$ cat src/verilog/regfile_pkg.sv
// Field layout, codes and helpers for the R-bus source selector and renamer.
// Assumes words numbered 0 (most significant) to 15, microword 0 to 31.
package regfile_pkg;
  localparam int WORD_W            = 16;
  localparam int MICRO_W           = 32;
  localparam int TOS_DEPTH         = 4;
  localparam int HOLD_SELECT_FIELD_LO     = 28;
  localparam int HOLD_SELECT_FIELD_HI     = 31;
  localparam int SPECIAL_FIELD_LO  = 23;
  localparam int SPECIAL_FIELD_HI  = 27;
  localparam int STORE_FIELD_LO    = 18;
  localparam int STORE_FIELD_HI    = 22;
  localparam int CIR_INDEX_BIT     = 4;
  localparam int SP1_NAME_LO       = 14;
  localparam int SP1_NAME_HI       = 15;
  localparam int COUNT_FIELD_HI    = 2;

  typedef logic [0:WORD_W-1] word_t;
  typedef logic [0:3]        rsel_t;
  typedef logic [0:4]        field5_t;
  typedef logic [1:0]        name_t;
  typedef logic [2:0]        count_t;

  localparam word_t  WORD_ZERO   = 16'h0000;
  localparam name_t  NAME_RESET  = 2'h0;
  localparam count_t COUNT_RESET = 3'h0;
  localparam count_t COUNT_FULL  = 3'h4;
  localparam name_t  OFFS_FIRST  = 2'h0;
  localparam name_t  OFFS_SECOND = 2'h1;
  localparam name_t  OFFS_THIRD  = 2'h2;
  localparam name_t  OFFS_FOURTH = 2'h3;

  // R-bus source codes
  localparam rsel_t RSEL_CODE_LIMIT  = 4'h0;
  localparam rsel_t RSEL_COUNT       = 4'h1;
  localparam rsel_t RSEL_STACK_LIMIT = 4'h2;
  localparam rsel_t RSEL_MEM_IN_TOS  = 4'h3;
  localparam rsel_t RSEL_PRE_ADDER   = 4'h4;
  localparam rsel_t RSEL_HOLD        = 4'h5;
  localparam rsel_t RSEL_INDEX       = 4'h6;
  localparam rsel_t RSEL_COND_INDEX  = 4'h7;
  localparam rsel_t RSEL_FOURTH      = 4'h8;
  localparam rsel_t RSEL_THIRD       = 4'h9;
  localparam rsel_t RSEL_SECOND      = 4'hA;
  localparam rsel_t RSEL_FIRST       = 4'hB;
  localparam rsel_t RSEL_SCRATCH_ONE = 4'hC;
  localparam rsel_t RSEL_SCRATCH_ZER = 4'hD;
  localparam rsel_t RSEL_RESULT_BUS  = 4'hE;
  localparam rsel_t RSEL_NOP         = 4'hF;

  // Store field codes
  localparam field5_t ST_NOP         = 5'h00;
  localparam field5_t ST_INDEX       = 5'h01;
  localparam field5_t ST_STACK_LIMIT = 5'h02;
  localparam field5_t ST_CODE_LIMIT  = 5'h03;
  localparam field5_t ST_SCRATCH_ZER = 5'h04;
  localparam field5_t ST_SCRATCH_ONE = 5'h05;
  localparam field5_t ST_CODE_BASE   = 5'h06;
  localparam field5_t ST_STACK_LOWER = 5'h07;
  localparam field5_t ST_FIRST       = 5'h08;
  localparam field5_t ST_SECOND      = 5'h09;
  localparam field5_t ST_THIRD       = 5'h0A;
  localparam field5_t ST_FOURTH      = 5'h0B;
  localparam field5_t ST_PUSH        = 5'h0C;
  localparam field5_t ST_BOTTOM      = 5'h0D;
  localparam field5_t ST_BUS         = 5'h10;
  localparam field5_t ST_BUS_SP0     = 5'h11;
  localparam field5_t ST_BUS_SP1     = 5'h12;

  // Special field codes that pop the stack
  localparam field5_t SP_POP         = 5'h17;
  localparam field5_t SP_POP_SET_CC  = 5'h16;

  function automatic logic is_bus_store(input field5_t code);
    return (code == ST_BUS) || (code == ST_BUS_SP0) || (code == ST_BUS_SP1);
  endfunction
endpackage

$ cat src/verilog/tos_if.sv
// Bundle between the selector top, the renamer and the top-of-stack bank.
// Assumes all parties share one clock.
`timescale 1ns/1ps
`default_nettype none
interface tos_if;
  import regfile_pkg::*;
  logic                    push;
  logic                    pop;
  logic                    sel_sp1;
  logic                    sel_count;
  name_t                   rd_offset;
  name_t                   wr_offset;
  name_t                   sp1_low;
  name_t                   name;
  count_t                  count;
  name_t                   rd_code;
  name_t                   wr_code;
  logic                    wr_en;
  word_t                   wr_data;
  word_t                   rd_word;
  logic [0:WORD_W*TOS_DEPTH-1] s_copies;

  modport ctrl (output push, pop, sel_sp1, sel_count, rd_offset, wr_offset, sp1_low,
                output wr_en, wr_data, input name, count, rd_word, s_copies);
  modport renamer (input push, pop, sel_sp1, sel_count, rd_offset, wr_offset, sp1_low,
                   output name, count, rd_code, wr_code);
  modport bank (input wr_en, wr_data, rd_code, wr_code, output rd_word, s_copies);
endinterface
`default_nettype wire

$ cat src/verilog/tos_renamer.sv
// Naming register, stack count and the adders that feed the mappers.
// Assumes push and pop come from the decoded microword of this cycle.
`timescale 1ns/1ps
`default_nettype none
module tos_renamer (
  input wire logic CLOCK,
  input wire logic RST,
  tos_if.renamer   tos
);
  import regfile_pkg::*;

  name_t next_name;
  count_t next_count;

  always_comb begin
    next_name  = tos.name;
    next_count = tos.count;
    if (tos.push && !tos.pop) begin
      next_name  = tos.name - 2'h1;
      next_count = tos.count + 3'h1;
    end else if (tos.pop && !tos.push) begin
      next_name  = tos.name + 2'h1;
      next_count = tos.count - 3'h1;
    end
  end

  // Count runs past four up to seven, then wraps to zero; underflow below zero wraps to seven
  always_ff @(posedge CLOCK or posedge RST) begin
    if (RST) begin
      tos.name  <= NAME_RESET;
      tos.count <= COUNT_RESET;
    end else begin
      tos.name  <= next_name;
      tos.count <= next_count;
    end
  end

  // Two-bit sums wrap modulo four by width
  always_comb begin
    tos.rd_code = tos.name + tos.rd_offset + (tos.sel_sp1 ? tos.sp1_low : 2'h0);
    tos.wr_code = tos.name + tos.wr_offset
                + (tos.sel_count ? tos.count[1:0] - 2'h1 : 2'h0);
  end
endmodule // tos_renamer
`default_nettype wire

$ cat src/verilog/tos_bank.sv
// Four top-of-stack words, each held as an R-side and an S-side copy.
// Assumes one write port; the read port serves the R-bus selector.
`timescale 1ns/1ps
`default_nettype none
module tos_bank #(
  parameter int DEPTH = 4
) (
  input wire logic CLOCK,
  input wire logic RST,
  tos_if.bank      tos
);
  import regfile_pkg::*;

  // Mappers and adders are two bits wide, so only four words fit
  if (DEPTH != TOS_DEPTH) begin : g_depth_check
    $error("tos_bank serves exactly four words");
  end

  word_t tos_r_copy [DEPTH];
  word_t tos_s_copy [DEPTH];

  for (genvar i = 0; i < DEPTH; i++) begin : g_word
    always_ff @(posedge CLOCK or posedge RST) begin
      if (RST) begin
        tos_r_copy[i] <= WORD_ZERO;
        tos_s_copy[i] <= WORD_ZERO;
      end else if (tos.wr_en && tos.wr_code == name_t'(i)) begin
        tos_r_copy[i] <= tos.wr_data;
        tos_s_copy[i] <= tos.wr_data;
      end
    end
    assign tos.s_copies[i*WORD_W +: WORD_W] = tos_s_copy[i];
  end

  assign tos.rd_word = tos_r_copy[tos.rd_code];
endmodule // tos_bank
`default_nettype wire

$ cat src/verilog/hold_select_source_select.sv
// R-bus source selector with the processor registers it reads and loads.
// Assumes the sequencer presents one microword per CLOCK and U_BUS on the same clock.
`timescale 1ns/1ps
`default_nettype none
module hold_select_source_select (
  input  wire logic                CLOCK,
  input  wire logic                RST,
  input  wire logic [0:31]         MICRO_WORD,
  input  wire regfile_pkg::word_t  RESULT_BUS,
  input  wire regfile_pkg::word_t  PRE_ADDER_WORD,
  input  wire regfile_pkg::word_t  CURRENT_INSTRUCTION_REG,
  input  wire logic                SCRATCH_ONE_SHIFT,
  input  wire logic                SCRATCH_ONE_SERIAL_IN,
  output regfile_pkg::word_t       R_BUS_REG,
  output regfile_pkg::word_t       SCRATCH_ONE_S,
  output logic                     SCRATCH_ONE_SERIAL_OUT,
  output regfile_pkg::word_t       CODE_SEGMENT_BASE,
  output regfile_pkg::word_t       STACK_LOWER_BOUND,
  output logic [0:63]              TOS_S_COPIES,
  output regfile_pkg::count_t      STACK_ELEMENT_COUNT,
  output logic                     STACK_EMPTY,
  output regfile_pkg::field5_t     MEMORY_OPTION,
  output logic                     MEMORY_OPTION_VALID,
  output regfile_pkg::field5_t     SPECIAL_CODE,
  output logic                     SPECIAL_VALID,
  output logic                     MEMORY_ADDRESS_LOAD
);
  import regfile_pkg::*;

  tos_if tos ();

  rsel_t   hold_select_code;
  field5_t store_code;
  field5_t option_field;
  logic    bus_store;
  logic    special_on;

  word_t   index_word;
  word_t   stack_upper_bound;
  word_t   code_segment_upper_bound;
  word_t   scratch_zero;
  word_t   scratch_one;
  word_t   code_segment_base;
  word_t   stack_lower_bound;
  word_t   hold_select_reg;
  word_t   next_hold_select;
  word_t   count_word;

  logic    store_tos;
  name_t   store_offset;

  // Microword field extraction
  assign hold_select_code    = MICRO_WORD[HOLD_SELECT_FIELD_LO:HOLD_SELECT_FIELD_HI];
  assign store_code   = MICRO_WORD[STORE_FIELD_LO:STORE_FIELD_HI];
  assign option_field = MICRO_WORD[SPECIAL_FIELD_LO:SPECIAL_FIELD_HI];

  // Shared bits mean either option or special, never both
  assign bus_store  = is_bus_store(store_code);
  assign special_on = !bus_store;

  assign MEMORY_OPTION       = bus_store ? option_field : field5_t'(0);
  assign MEMORY_OPTION_VALID = bus_store;
  assign SPECIAL_CODE        = special_on ? option_field : field5_t'(0);
  assign SPECIAL_VALID       = special_on;
  assign MEMORY_ADDRESS_LOAD = (store_code == ST_BUS_SP0);

  // Push and pop requests to the renamer
  assign tos.push = (store_code == ST_PUSH);
  assign tos.pop  = special_on && (option_field == SP_POP || option_field == SP_POP_SET_CC);

  // Store into the element registers
  always_comb begin
    store_tos    = 1'b1;
    store_offset = OFFS_FIRST;
    unique case (store_code)
      ST_FIRST:  store_offset = OFFS_FIRST;
      ST_SECOND: store_offset = OFFS_SECOND;
      ST_THIRD:  store_offset = OFFS_THIRD;
      ST_FOURTH: store_offset = OFFS_FOURTH;
      ST_BOTTOM: store_offset = OFFS_FIRST;
      // New top sits one name below the current one, or at the current name when a pop comes in the same cycle
      ST_PUSH:   store_offset = (tos.pop ? OFFS_FIRST : OFFS_FOURTH);
      default:   store_tos    = 1'b0;
    endcase
  end

  assign tos.wr_en     = store_tos;
  assign tos.wr_data   = RESULT_BUS;
  assign tos.wr_offset = store_offset;
  assign tos.sel_count = (store_code == ST_BOTTOM);

  // Read path through the mappers
  always_comb begin
    tos.rd_offset = OFFS_FIRST;
    tos.sel_sp1   = 1'b0;
    unique case (hold_select_code)
      RSEL_FIRST:      tos.rd_offset = OFFS_FIRST;
      RSEL_SECOND:     tos.rd_offset = OFFS_SECOND;
      RSEL_THIRD:      tos.rd_offset = OFFS_THIRD;
      RSEL_FOURTH:     tos.rd_offset = OFFS_FOURTH;
      RSEL_MEM_IN_TOS: tos.sel_sp1   = 1'b1;
      default:         tos.rd_offset = OFFS_FIRST;
    endcase
  end

  assign tos.sp1_low = scratch_one[SP1_NAME_LO:SP1_NAME_HI];

  tos_renamer u_renamer (
    .CLOCK (CLOCK),
    .RST   (RST),
    .tos   (tos)
  );

  tos_bank #(
    .DEPTH (TOS_DEPTH)
  ) u_bank (
    .CLOCK (CLOCK),
    .RST   (RST),
    .tos   (tos)
  );

  // Processor registers; no store code reaches operand, I/O or interrupt status
  always_ff @(posedge CLOCK or posedge RST) begin
    if (RST) begin
      index_word <= WORD_ZERO;
    end else if (store_code == ST_INDEX) begin
      index_word <= RESULT_BUS;
    end
  end

  always_ff @(posedge CLOCK or posedge RST) begin
    if (RST) begin
      stack_upper_bound <= WORD_ZERO;
    end else if (store_code == ST_STACK_LIMIT) begin
      stack_upper_bound <= RESULT_BUS;
    end
  end

  always_ff @(posedge CLOCK or posedge RST) begin
    if (RST) begin
      code_segment_upper_bound <= WORD_ZERO;
    end else if (store_code == ST_CODE_LIMIT) begin
      code_segment_upper_bound <= RESULT_BUS;
    end
  end

  always_ff @(posedge CLOCK or posedge RST) begin
    if (RST) begin
      scratch_zero <= WORD_ZERO;
    end else if (store_code == ST_SCRATCH_ZER || store_code == ST_BUS_SP0) begin
      scratch_zero <= RESULT_BUS;
    end
  end

  // A store in the same cycle as a shift wins
  always_ff @(posedge CLOCK or posedge RST) begin
    if (RST) begin
      scratch_one <= WORD_ZERO;
    end else if (store_code == ST_SCRATCH_ONE || store_code == ST_BUS_SP1) begin
      scratch_one <= RESULT_BUS;
    end else if (SCRATCH_ONE_SHIFT) begin
      scratch_one <= {scratch_one[1:WORD_W-1], SCRATCH_ONE_SERIAL_IN};
    end
  end

  always_ff @(posedge CLOCK or posedge RST) begin
    if (RST) begin
      code_segment_base <= WORD_ZERO;
    end else if (store_code == ST_CODE_BASE) begin
      code_segment_base <= RESULT_BUS;
    end
  end

  always_ff @(posedge CLOCK or posedge RST) begin
    if (RST) begin
      stack_lower_bound <= WORD_ZERO;
    end else if (store_code == ST_STACK_LOWER) begin
      stack_lower_bound <= RESULT_BUS;
    end
  end

  // Count sits in the most significant three bits as numbered
  always_comb begin
    count_word                   = WORD_ZERO;
    count_word[0:COUNT_FIELD_HI] = tos.count;
  end

  // R-bus source multiplexer
  always_comb begin
    next_hold_select = hold_select_reg;
    unique case (hold_select_code)
      RSEL_CODE_LIMIT:  next_hold_select = code_segment_upper_bound;
      RSEL_COUNT:       next_hold_select = count_word;
      RSEL_STACK_LIMIT: next_hold_select = stack_upper_bound;
      RSEL_MEM_IN_TOS:  next_hold_select = tos.rd_word;
      RSEL_PRE_ADDER:   next_hold_select = PRE_ADDER_WORD;
      RSEL_HOLD:        next_hold_select = hold_select_reg;
      RSEL_INDEX:       next_hold_select = index_word;
      RSEL_COND_INDEX:  next_hold_select = CURRENT_INSTRUCTION_REG[CIR_INDEX_BIT]
                                    ? index_word : WORD_ZERO;
      RSEL_FOURTH:      next_hold_select = tos.rd_word;
      RSEL_THIRD:       next_hold_select = tos.rd_word;
      RSEL_SECOND:      next_hold_select = tos.rd_word;
      RSEL_FIRST:       next_hold_select = tos.rd_word;
      RSEL_SCRATCH_ONE: next_hold_select = scratch_one;
      RSEL_SCRATCH_ZER: next_hold_select = scratch_zero;
      RSEL_RESULT_BUS:  next_hold_select = RESULT_BUS;
      RSEL_NOP:         next_hold_select = hold_select_reg;
    endcase
  end

  always_ff @(posedge CLOCK or posedge RST) begin
    if (RST) begin
      hold_select_reg <= WORD_ZERO;
    end else begin
      hold_select_reg <= next_hold_select;
    end
  end

  // Scratch one, the bases and the top-of-stack S copies leave on the S side
  assign R_BUS_REG              = hold_select_reg;
  assign SCRATCH_ONE_S          = scratch_one;
  assign SCRATCH_ONE_SERIAL_OUT = scratch_one[0];
  assign CODE_SEGMENT_BASE      = code_segment_base;
  assign STACK_LOWER_BOUND      = stack_lower_bound;
  assign TOS_S_COPIES           = tos.s_copies;
  assign STACK_ELEMENT_COUNT    = tos.count;
  assign STACK_EMPTY            = (tos.count == COUNT_RESET);
endmodule // hold_select_source_select
`default_nettype wire

$ cat config.mk
export PLATFORM = sky130hd
export DESIGN_NAME = hold_select_source_select
export DESIGN_NICKNAME = d
export VERILOG_FILES = /design/src/verilog/regfile_pkg.sv /design/src/verilog/tos_if.sv /design/src/verilog/tos_renamer.sv /design/src/verilog/tos_bank.sv /design/src/verilog/hold_select_source_select.sv
export SDC_FILE = /design/constraint.sdc
export NUM_CORES = 1
export LEC_CHECK = 0
export BUFFER_PORTS_ARGS = -buffer_cell sky130_fd_sc_hd__buf_2
export CAP_MARGIN = 20
export CORE_ASPECT_RATIO = 0.9
export CORE_MARGIN = 3
export CORE_UTILIZATION = 60
export CTS_BUF_LIST = sky130_fd_sc_hd__clkbuf_2
export CTS_CLUSTER_DIAMETER = 200
export CTS_CLUSTER_SIZE = 28
export DETAILED_ROUTE_END_ITERATION = 16
export MAX_ROUTING_LAYER = met4
export PLACE_DENSITY_LB_ADDON = 0.3
export SETUP_SLACK_MARGIN = 0.3
export SYNTH_ARGS = -nofsm -noshare
export SYNTH_HDL_FRONTEND = slang
export SYNTH_HIERARCHICAL = 1
export SYNTH_SLANG_ARGS = --single-unit
export TNS_END_PERCENT = 1
$ cat constraint.sdc
create_clock -name CLOCK -period 7 [get_ports CLOCK]
set_input_delay 0.35 -clock CLOCK [delete_from_list [all_inputs] [get_ports CLOCK]]
set_output_delay 0.35 -clock CLOCK [all_outputs]
set_load 0.005 [all_outputs]
Yosys cells after proc, flatten, opt, wreduce, memory -nomap -nowiden
Cells that the tools add are included.
Cells by class
  add/subtract/negate cells: 9
  $lt $le $gt $ge: 1
  eq/ne operators: 36
  multiplexer cells: 20
  bitwise logic cells: 1
  reduce and logical (&&, ||, !) cells: 23
Operators by type and width (number)
  $pmux W16 S10: 1
  $mux W16: 5
  $bmux W16 S2: 1
  $eq A4 B4 Y1 const B: 8
  $eq A5 B4 Y1 const B: 6
  $eq A5 B5 Y1 const B: 5
  $eq A5 B3 Y1 const B: 4
  $eq A4 B3 Y1 const B: 4
  $eq A5 B2 Y1 const B: 2
  $mux W2: 5
  $mux W5: 2
  $add A2 B2 Y2: 4
  $eq A4 B2 Y1 const B: 2
  $pmux W2 S4: 1
  $logic_and A1 B1 Y1: 7
  $mux W3: 2
  $pmux W2 S3: 1
  $reduce_or A6 Y1: 1
  $eq A5 B1 Y1 const B: 1
  $logic_or A1 B1 Y1: 5
  $reduce_or A5 Y1: 1
  $eq A2 B2 Y1 const B: 2
  $eq A4 B1 Y1 const B: 1
  $logic_not A4 Y1: 1
  13 further kinds: 18
Word-level totals
  register bits: 197
  input bits: 84
  output and inout bits: 146
  logic and storage cells: 104

Logic depth before layout (Yosys ltp)
  word-level depth: 11
  gate-level depth with buffers: 17
  depth with buffers taken out: 14

Cells and area by module
Netlist, hierarchy kept.
By module, submodules not included
  hold_select_source_select: instances 1, cells each 582, area each 6540.0 um2, sequential area each 3203.1 um2
  tos_bank: instances 1, cells each 157, area each 2797.7 um2, sequential area each 1601.5 um2
  tos_renamer: instances 1, cells each 32, area each 361.6 um2, sequential area each 125.1 um2

Worst setup path after synthesis
OpenSTA, ideal clock, no wires.
  path kind: input to register
  start point: in MICRO_WORD[29] (netlist name)
  end point: reg hold_select_reg[2], in the netlist R_BUS_REG[2]
  setup time: 0.121 ns
  data arrival time: 3.229 ns
  data required time: 6.879 ns
  setup slack: 3.650 ns
  stages: 17
  path through: buf_2 buf_2 buf_2 buf_2 nor3_1 fa_1 xnor2_1 xnor2_1 xnor2_1 buf_2 buf_2 mux4_2 nand2b_1 a21oi_1 a311oi_1 and3_1 o21ai_1
Between the ends
  cells in the longest elaborated chain, start to end: 9
  elaborated cells between the ends (all ways): 28
  those cells by class: 2 x add/sub; 15 x eq/ne; 7 x mux; 1 x bitwise; 3 x reduce/logical
Ends and longest elaborated chain
  from (decl): RTL line hold_select_source_select.sv:8  | input wire logic [0:31] MICRO_WORD,
  $eq A4 B4 Y1: RTL line hold_select_source_select.sv:96  | unique case (hold_select_code)
  $pmux W2 S3 *: RTL line hold_select_source_select.sv:96
  named net tos.rd_offset[0]: RTL line tos_if.sv:11  | name_t rd_offset;
  $add A2 B2 Y2 * (2 in series): RTL line tos_renamer.sv:40  | tos.rd_code = tos.name + tos.rd_offset + (tos.sel_sp1 ? tos.sp1_low : 2'h0);
  named net tos.rd_code[1]: RTL line tos_if.sv:16  | name_t rd_code;
  $not A2 Y3 (not written as such) *: RTL line tos_bank.sv:35  | assign tos.rd_word = tos_r_copy[tos.rd_code];
  $bmux W16 S2 *: RTL line tos_bank.sv:35
  $mux W16 (not written as such) * (2 in series): RTL line tos_bank.sv:35
  named net tos.rd_word[2]: RTL line tos_if.sv:20  | word_t rd_word;
  $pmux W16 S10 *: RTL line hold_select_source_select.sv:191  | unique case (hold_select_code)
  to (signal assigned): RTL line hold_select_source_select.sv:216  | hold_select_reg <= next_hold_select;
  to (decl): RTL line hold_select_source_select.sv:45  | word_t hold_select_reg;
The timed path passes the listed nets; every way through them passes the cells marked *. The select of a mux whose other input is x is not followed.
A chain may end at the register's enable or synchronous reset.

Worst setup path after layout
  start point: in MICRO_WORD[29] (netlist name)
  end point: reg hold_select_reg[0], in the netlist R_BUS_REG[0]
Between the ends
  cells in the longest elaborated chain, start to end: 9
  elaborated cells between the ends (all ways): 28
  those cells by class: 2 x add/sub; 15 x eq/ne; 7 x mux; 1 x bitwise; 3 x reduce/logical
Ends and longest elaborated chain
  $eq A4 B2 Y1: RTL line hold_select_source_select.sv:96
  $mux W1: RTL line hold_select_source_select.sv:96
  named net tos.sel_sp1: RTL line tos_if.sv:9  | logic sel_sp1;
  $mux W2: RTL line tos_renamer.sv:40
  $add A2 B2 Y2: RTL line tos_renamer.sv:40
  named net tos.rd_code[1]: RTL line tos_if.sv:16
  $not A2 Y3 (not written as such): RTL line tos_bank.sv:35
  $bmux W16 S2: RTL line tos_bank.sv:35
  $mux W16 (not written as such) (2 in series): RTL line tos_bank.sv:35
  named net tos.rd_word[0]: RTL line tos_if.sv:20
  $pmux W16 S10: RTL line hold_select_source_select.sv:191
The timed path passes the listed nets, and every way through them passes these cells. The select of a mux whose other input is x is not followed.

==> results.txt <==
Tmin final: 3.60 ns
largest family of logic cells by synthesized area: multiplexers
# DRC: 0
CTS buffer count: 17
cells after synthesis: 771
sequential-to-total area share from yosys stat: 50.8%
cell leakage power: 5.17 nW
Buffers on Ports: 196
critical path, cell by cell: buf_2, clkinv_1, nand2_1, nor2_1, and2_1, fa_1, xnor2_1, xnor2_1, xnor2_2, buf_8, mux4_2, a22o_1, nor3_1, o21ai_1
Seq pwr share: 47.2%
fmax: 0.277 GHz
post-synthesis mux area share: 25.4%
Detail Route Antenna Nets: 0
Yosys cell types: 61
final setup violation count: 0
Crit Path Class: primary input to register
Die Span Y: 127 um
CTS tree: yes
Die W: 140 um
clock power share: 15.4%
fin worst setup slack: 3.40 ns
Compound-Gate Fraction of Synth Area: 9.26%
clk buf depth: 2
Fin Clk Skew: 0.0466 ns
Synth area leader: dfrtp_1
DP HPWL: 17800 um
CP max stage cell: mux4_2
Layout area overhead: 15.4%
DR WL/cell: 22.4 um
final WL: 26400 um
Ys Warns: 6
Site Rows: 43
Core ar.: 15600 um^2
GRT Resource Usage Total: 30.7%
asr flop ratio synth: 100%
# nets final: 1054
adder-cell area share of the yosys netlist: 0.748%
cts repair resizes: 0
footprint of the multi-input gates: 4430 um^2
maximum fanout along the worst path: 35
Worst-path clk slew: 0.30 ns
Clock Sinks: 197
Psw: 1.42 mW
R2R Setup Slk: 3.77 ns
initial antenna violation count: 1
Die ar.: 17700 um^2
Slew headroom: 21.5%
Post-Synth Simple-Gate Area: 8.95%
cell internal pwr: 2.48 mW
min-delay worst type: primary input to register
Final Hold Viols: 0
slew at the pin with the worst max-slew slack: 1.18 ns
Post-synth EDFFs: 0
H-tree levels: 4
fraction of synthesized cell area in xor and xnor cells: 1.17%
critical path launch point type: primary input
FF+latch count, synth: 197
Max Cap Viol: 0
setup TNS: 0 ns
status: completed
Syn Area/Cell: 12.6 um^2
Starting Density: 62.2%
RD Place Congestion: 0.896
share of layout cells above drive strength 1: 44.0%
Final period util: 51.5%
CP arrival: 4.34 ns
Synthesized Nets: 859
first-pass detailed-route iteration total: 5
synthesized area: 9700 um^2
Power Dens Cells: 348 nW/um^2
Critical Path RT: 7.73 ns
Min Hold Slack: 0.0775 ns
clk root buf: clkbuf_2
drt via density: 6.11
Setup crit end kind: register
global-route wire length before repair: 40500 um
Synth top area share: 50.8%
RSZ-0062 raised after global routing: false
Top FF cell, synth: dfrtp_1
largest net degree at the start of global routing: 75
most frequent cells in the layout: dfrtp_1 (197), buf_2 (196), mux2_2 (152)
vias in the first global route: 6998
via count: 7211
ANT cells: 0
grt total ovfl: 0
drt initial violations: 715
critical path's most frequent cell: xnor2_1
commonest non-fill, non-tap cell in the layout: dfrtp_1
Comb power frac: 37.5%
fin util: 71.7%
Fillers: 1121
switching share of total power: 36.4%
pre-CTS setup slack: 2.17 ns
Ports: 230
Reg area: 4930 um^2
maximum vdd drop: 272 uV
Max stage delay on crit path: 0.52 ns
clk_lat worst skew: 0.83 ns
ranking of synthesized cells by area: dfrtp_1 (51%), mux2_2 (18%), mux4_2 (3.7%)
final max-slew violation count: 0
## timing repair
action	4_1_cts	5_1_grt
buffers inserted	0	0
hold buffers	21	0
hold endpoints to repair	297	0
## cell families (layout without fill, tap and decap cells)
| family | after synthesis | after routing |
|---|---|---|
| compound gates | 135 | 135 |
| xor+xnor | 13 | 13 |
| fa+ha+maj | 4 | 4 |
| buf+inv | 63 | 271 |
| flops | 197 | 197 |
| mux | 202 | 202 |
| simple gates | 157 | 157 |
## final cells by class
class | count | area share [%]
clock buffers | 17 | 0.760
clock inverters | 15 | 1.62
inverters | 14 | 0.492
multi-input cells | 511 | 39.5
flip-flops and latches | 197 | 44.0
well taps | 202 | 2.26
repair buffers | 225 | 11.3
## flip-flops by register name, summed over array words and instances, names as in the netlist
| signal | count |
|---|---|
| CODE_SEGMENT_BASE | 16 |
| u_bank/tos_r_copy | 16 |
| scratch_zero | 16 |
| index_word | 16 |
| u_renamer/tos.count | 3 |
| u_bank/tos.s_copies | 48 |
| R_BUS_REG | 16 |
| stack_upper_bound | 16 |
| STACK_LOWER_BOUND | 16 |
| u_renamer/tos.name | 2 |
| code_segment_upper_bound | 16 |
| SCRATCH_ONE_S | 16 |
## synth_stat cells (3+ instances only)
master	n
o2bb2ai_1	6
a21oi_1	23
buf_6	3
nor2_1	19
a211oi_1	7
and2_1	8
nand3b_1	4
nand2_1	52
mux4_2	16
and3_1	5
o21ai_1	5
a221oi_1	5
buf_2	25
o22ai_1	10
o21ai_0	38
o221ai_1	5
a22o_1	8
dfrtp_1	197
nor3_1	20
mux2_4	10
clkbuf_1	9
mux2i_1	24
nand3_1	4
inv_1	11
nor2b_1	17
a22oi_1	14
fa_1	3
xor2_1	3
xnor2_1	10
nand2b_1	10
buf_4	10
mux2_2	152
## per-layer routing
metal	part of all wire (%)	wire length, um	GRT usage (%)
met5	0	0	-
met4	1.6	419	6.78
met2	46	12200	45.9
met1	42	11200	42.1
met3	9.7	2570	9.39
## worst max-delay path: cells and delay by family
kind / cells / cell delay [ns]
xor gates and xnor gates: 3 / 0.66
adders and majority gates: 1 / 0.37
muxes: 1 / 0.52
buffers and inverters: 3 / 1.21
and+or+nand+nor: 4 / 0.85
AOI/OAI and AO/OA: 2 / 0.36
## power by group through the flow
stage	sequential (mW)	clock [mW]	combinational, mW
2_1_floorplan	1.81	0	0.829
3_3_place_gp	1.83	0	1.40
3_5_place_dp	1.85	0	1.43
4_1_cts	1.83	0.609	1.44
5_1_grt	1.89	0.655	1.57
6_report	1.84	0.598	1.46
## path summary, 6_finish.rpt
kind,startpoint,cells past startpoint,to
max in group asynchronous,RST,4,scratch_zero[5]
max,MICRO_WORD[29],14,R_BUS_REG[0]
min reg2reg,R_BUS_REG[2],2,R_BUS_REG[2]
min,PRE_ADDER_WORD[2],6,R_BUS_REG[2]
min in group asynchronous,RST,3,STACK_LOWER_BOUND[15]
max reg2reg,SCRATCH_ONE_S[0],10,R_BUS_REG[0]
## per-stage QoR
step | cells | power (mW) | instance area [um^2]
after global placement | 1126 | 3.22 | 10700
after detailed placement | 1126 | 3.28 | 10700
final | 1181 | 3.90 | 11200
after CTS | 1179 | 3.88 | 11200
after global routing | 1181 | 4.11 | 11200
after floorplan | 771 | 2.64 | 9700
Power figures use the tool's default switching activity.
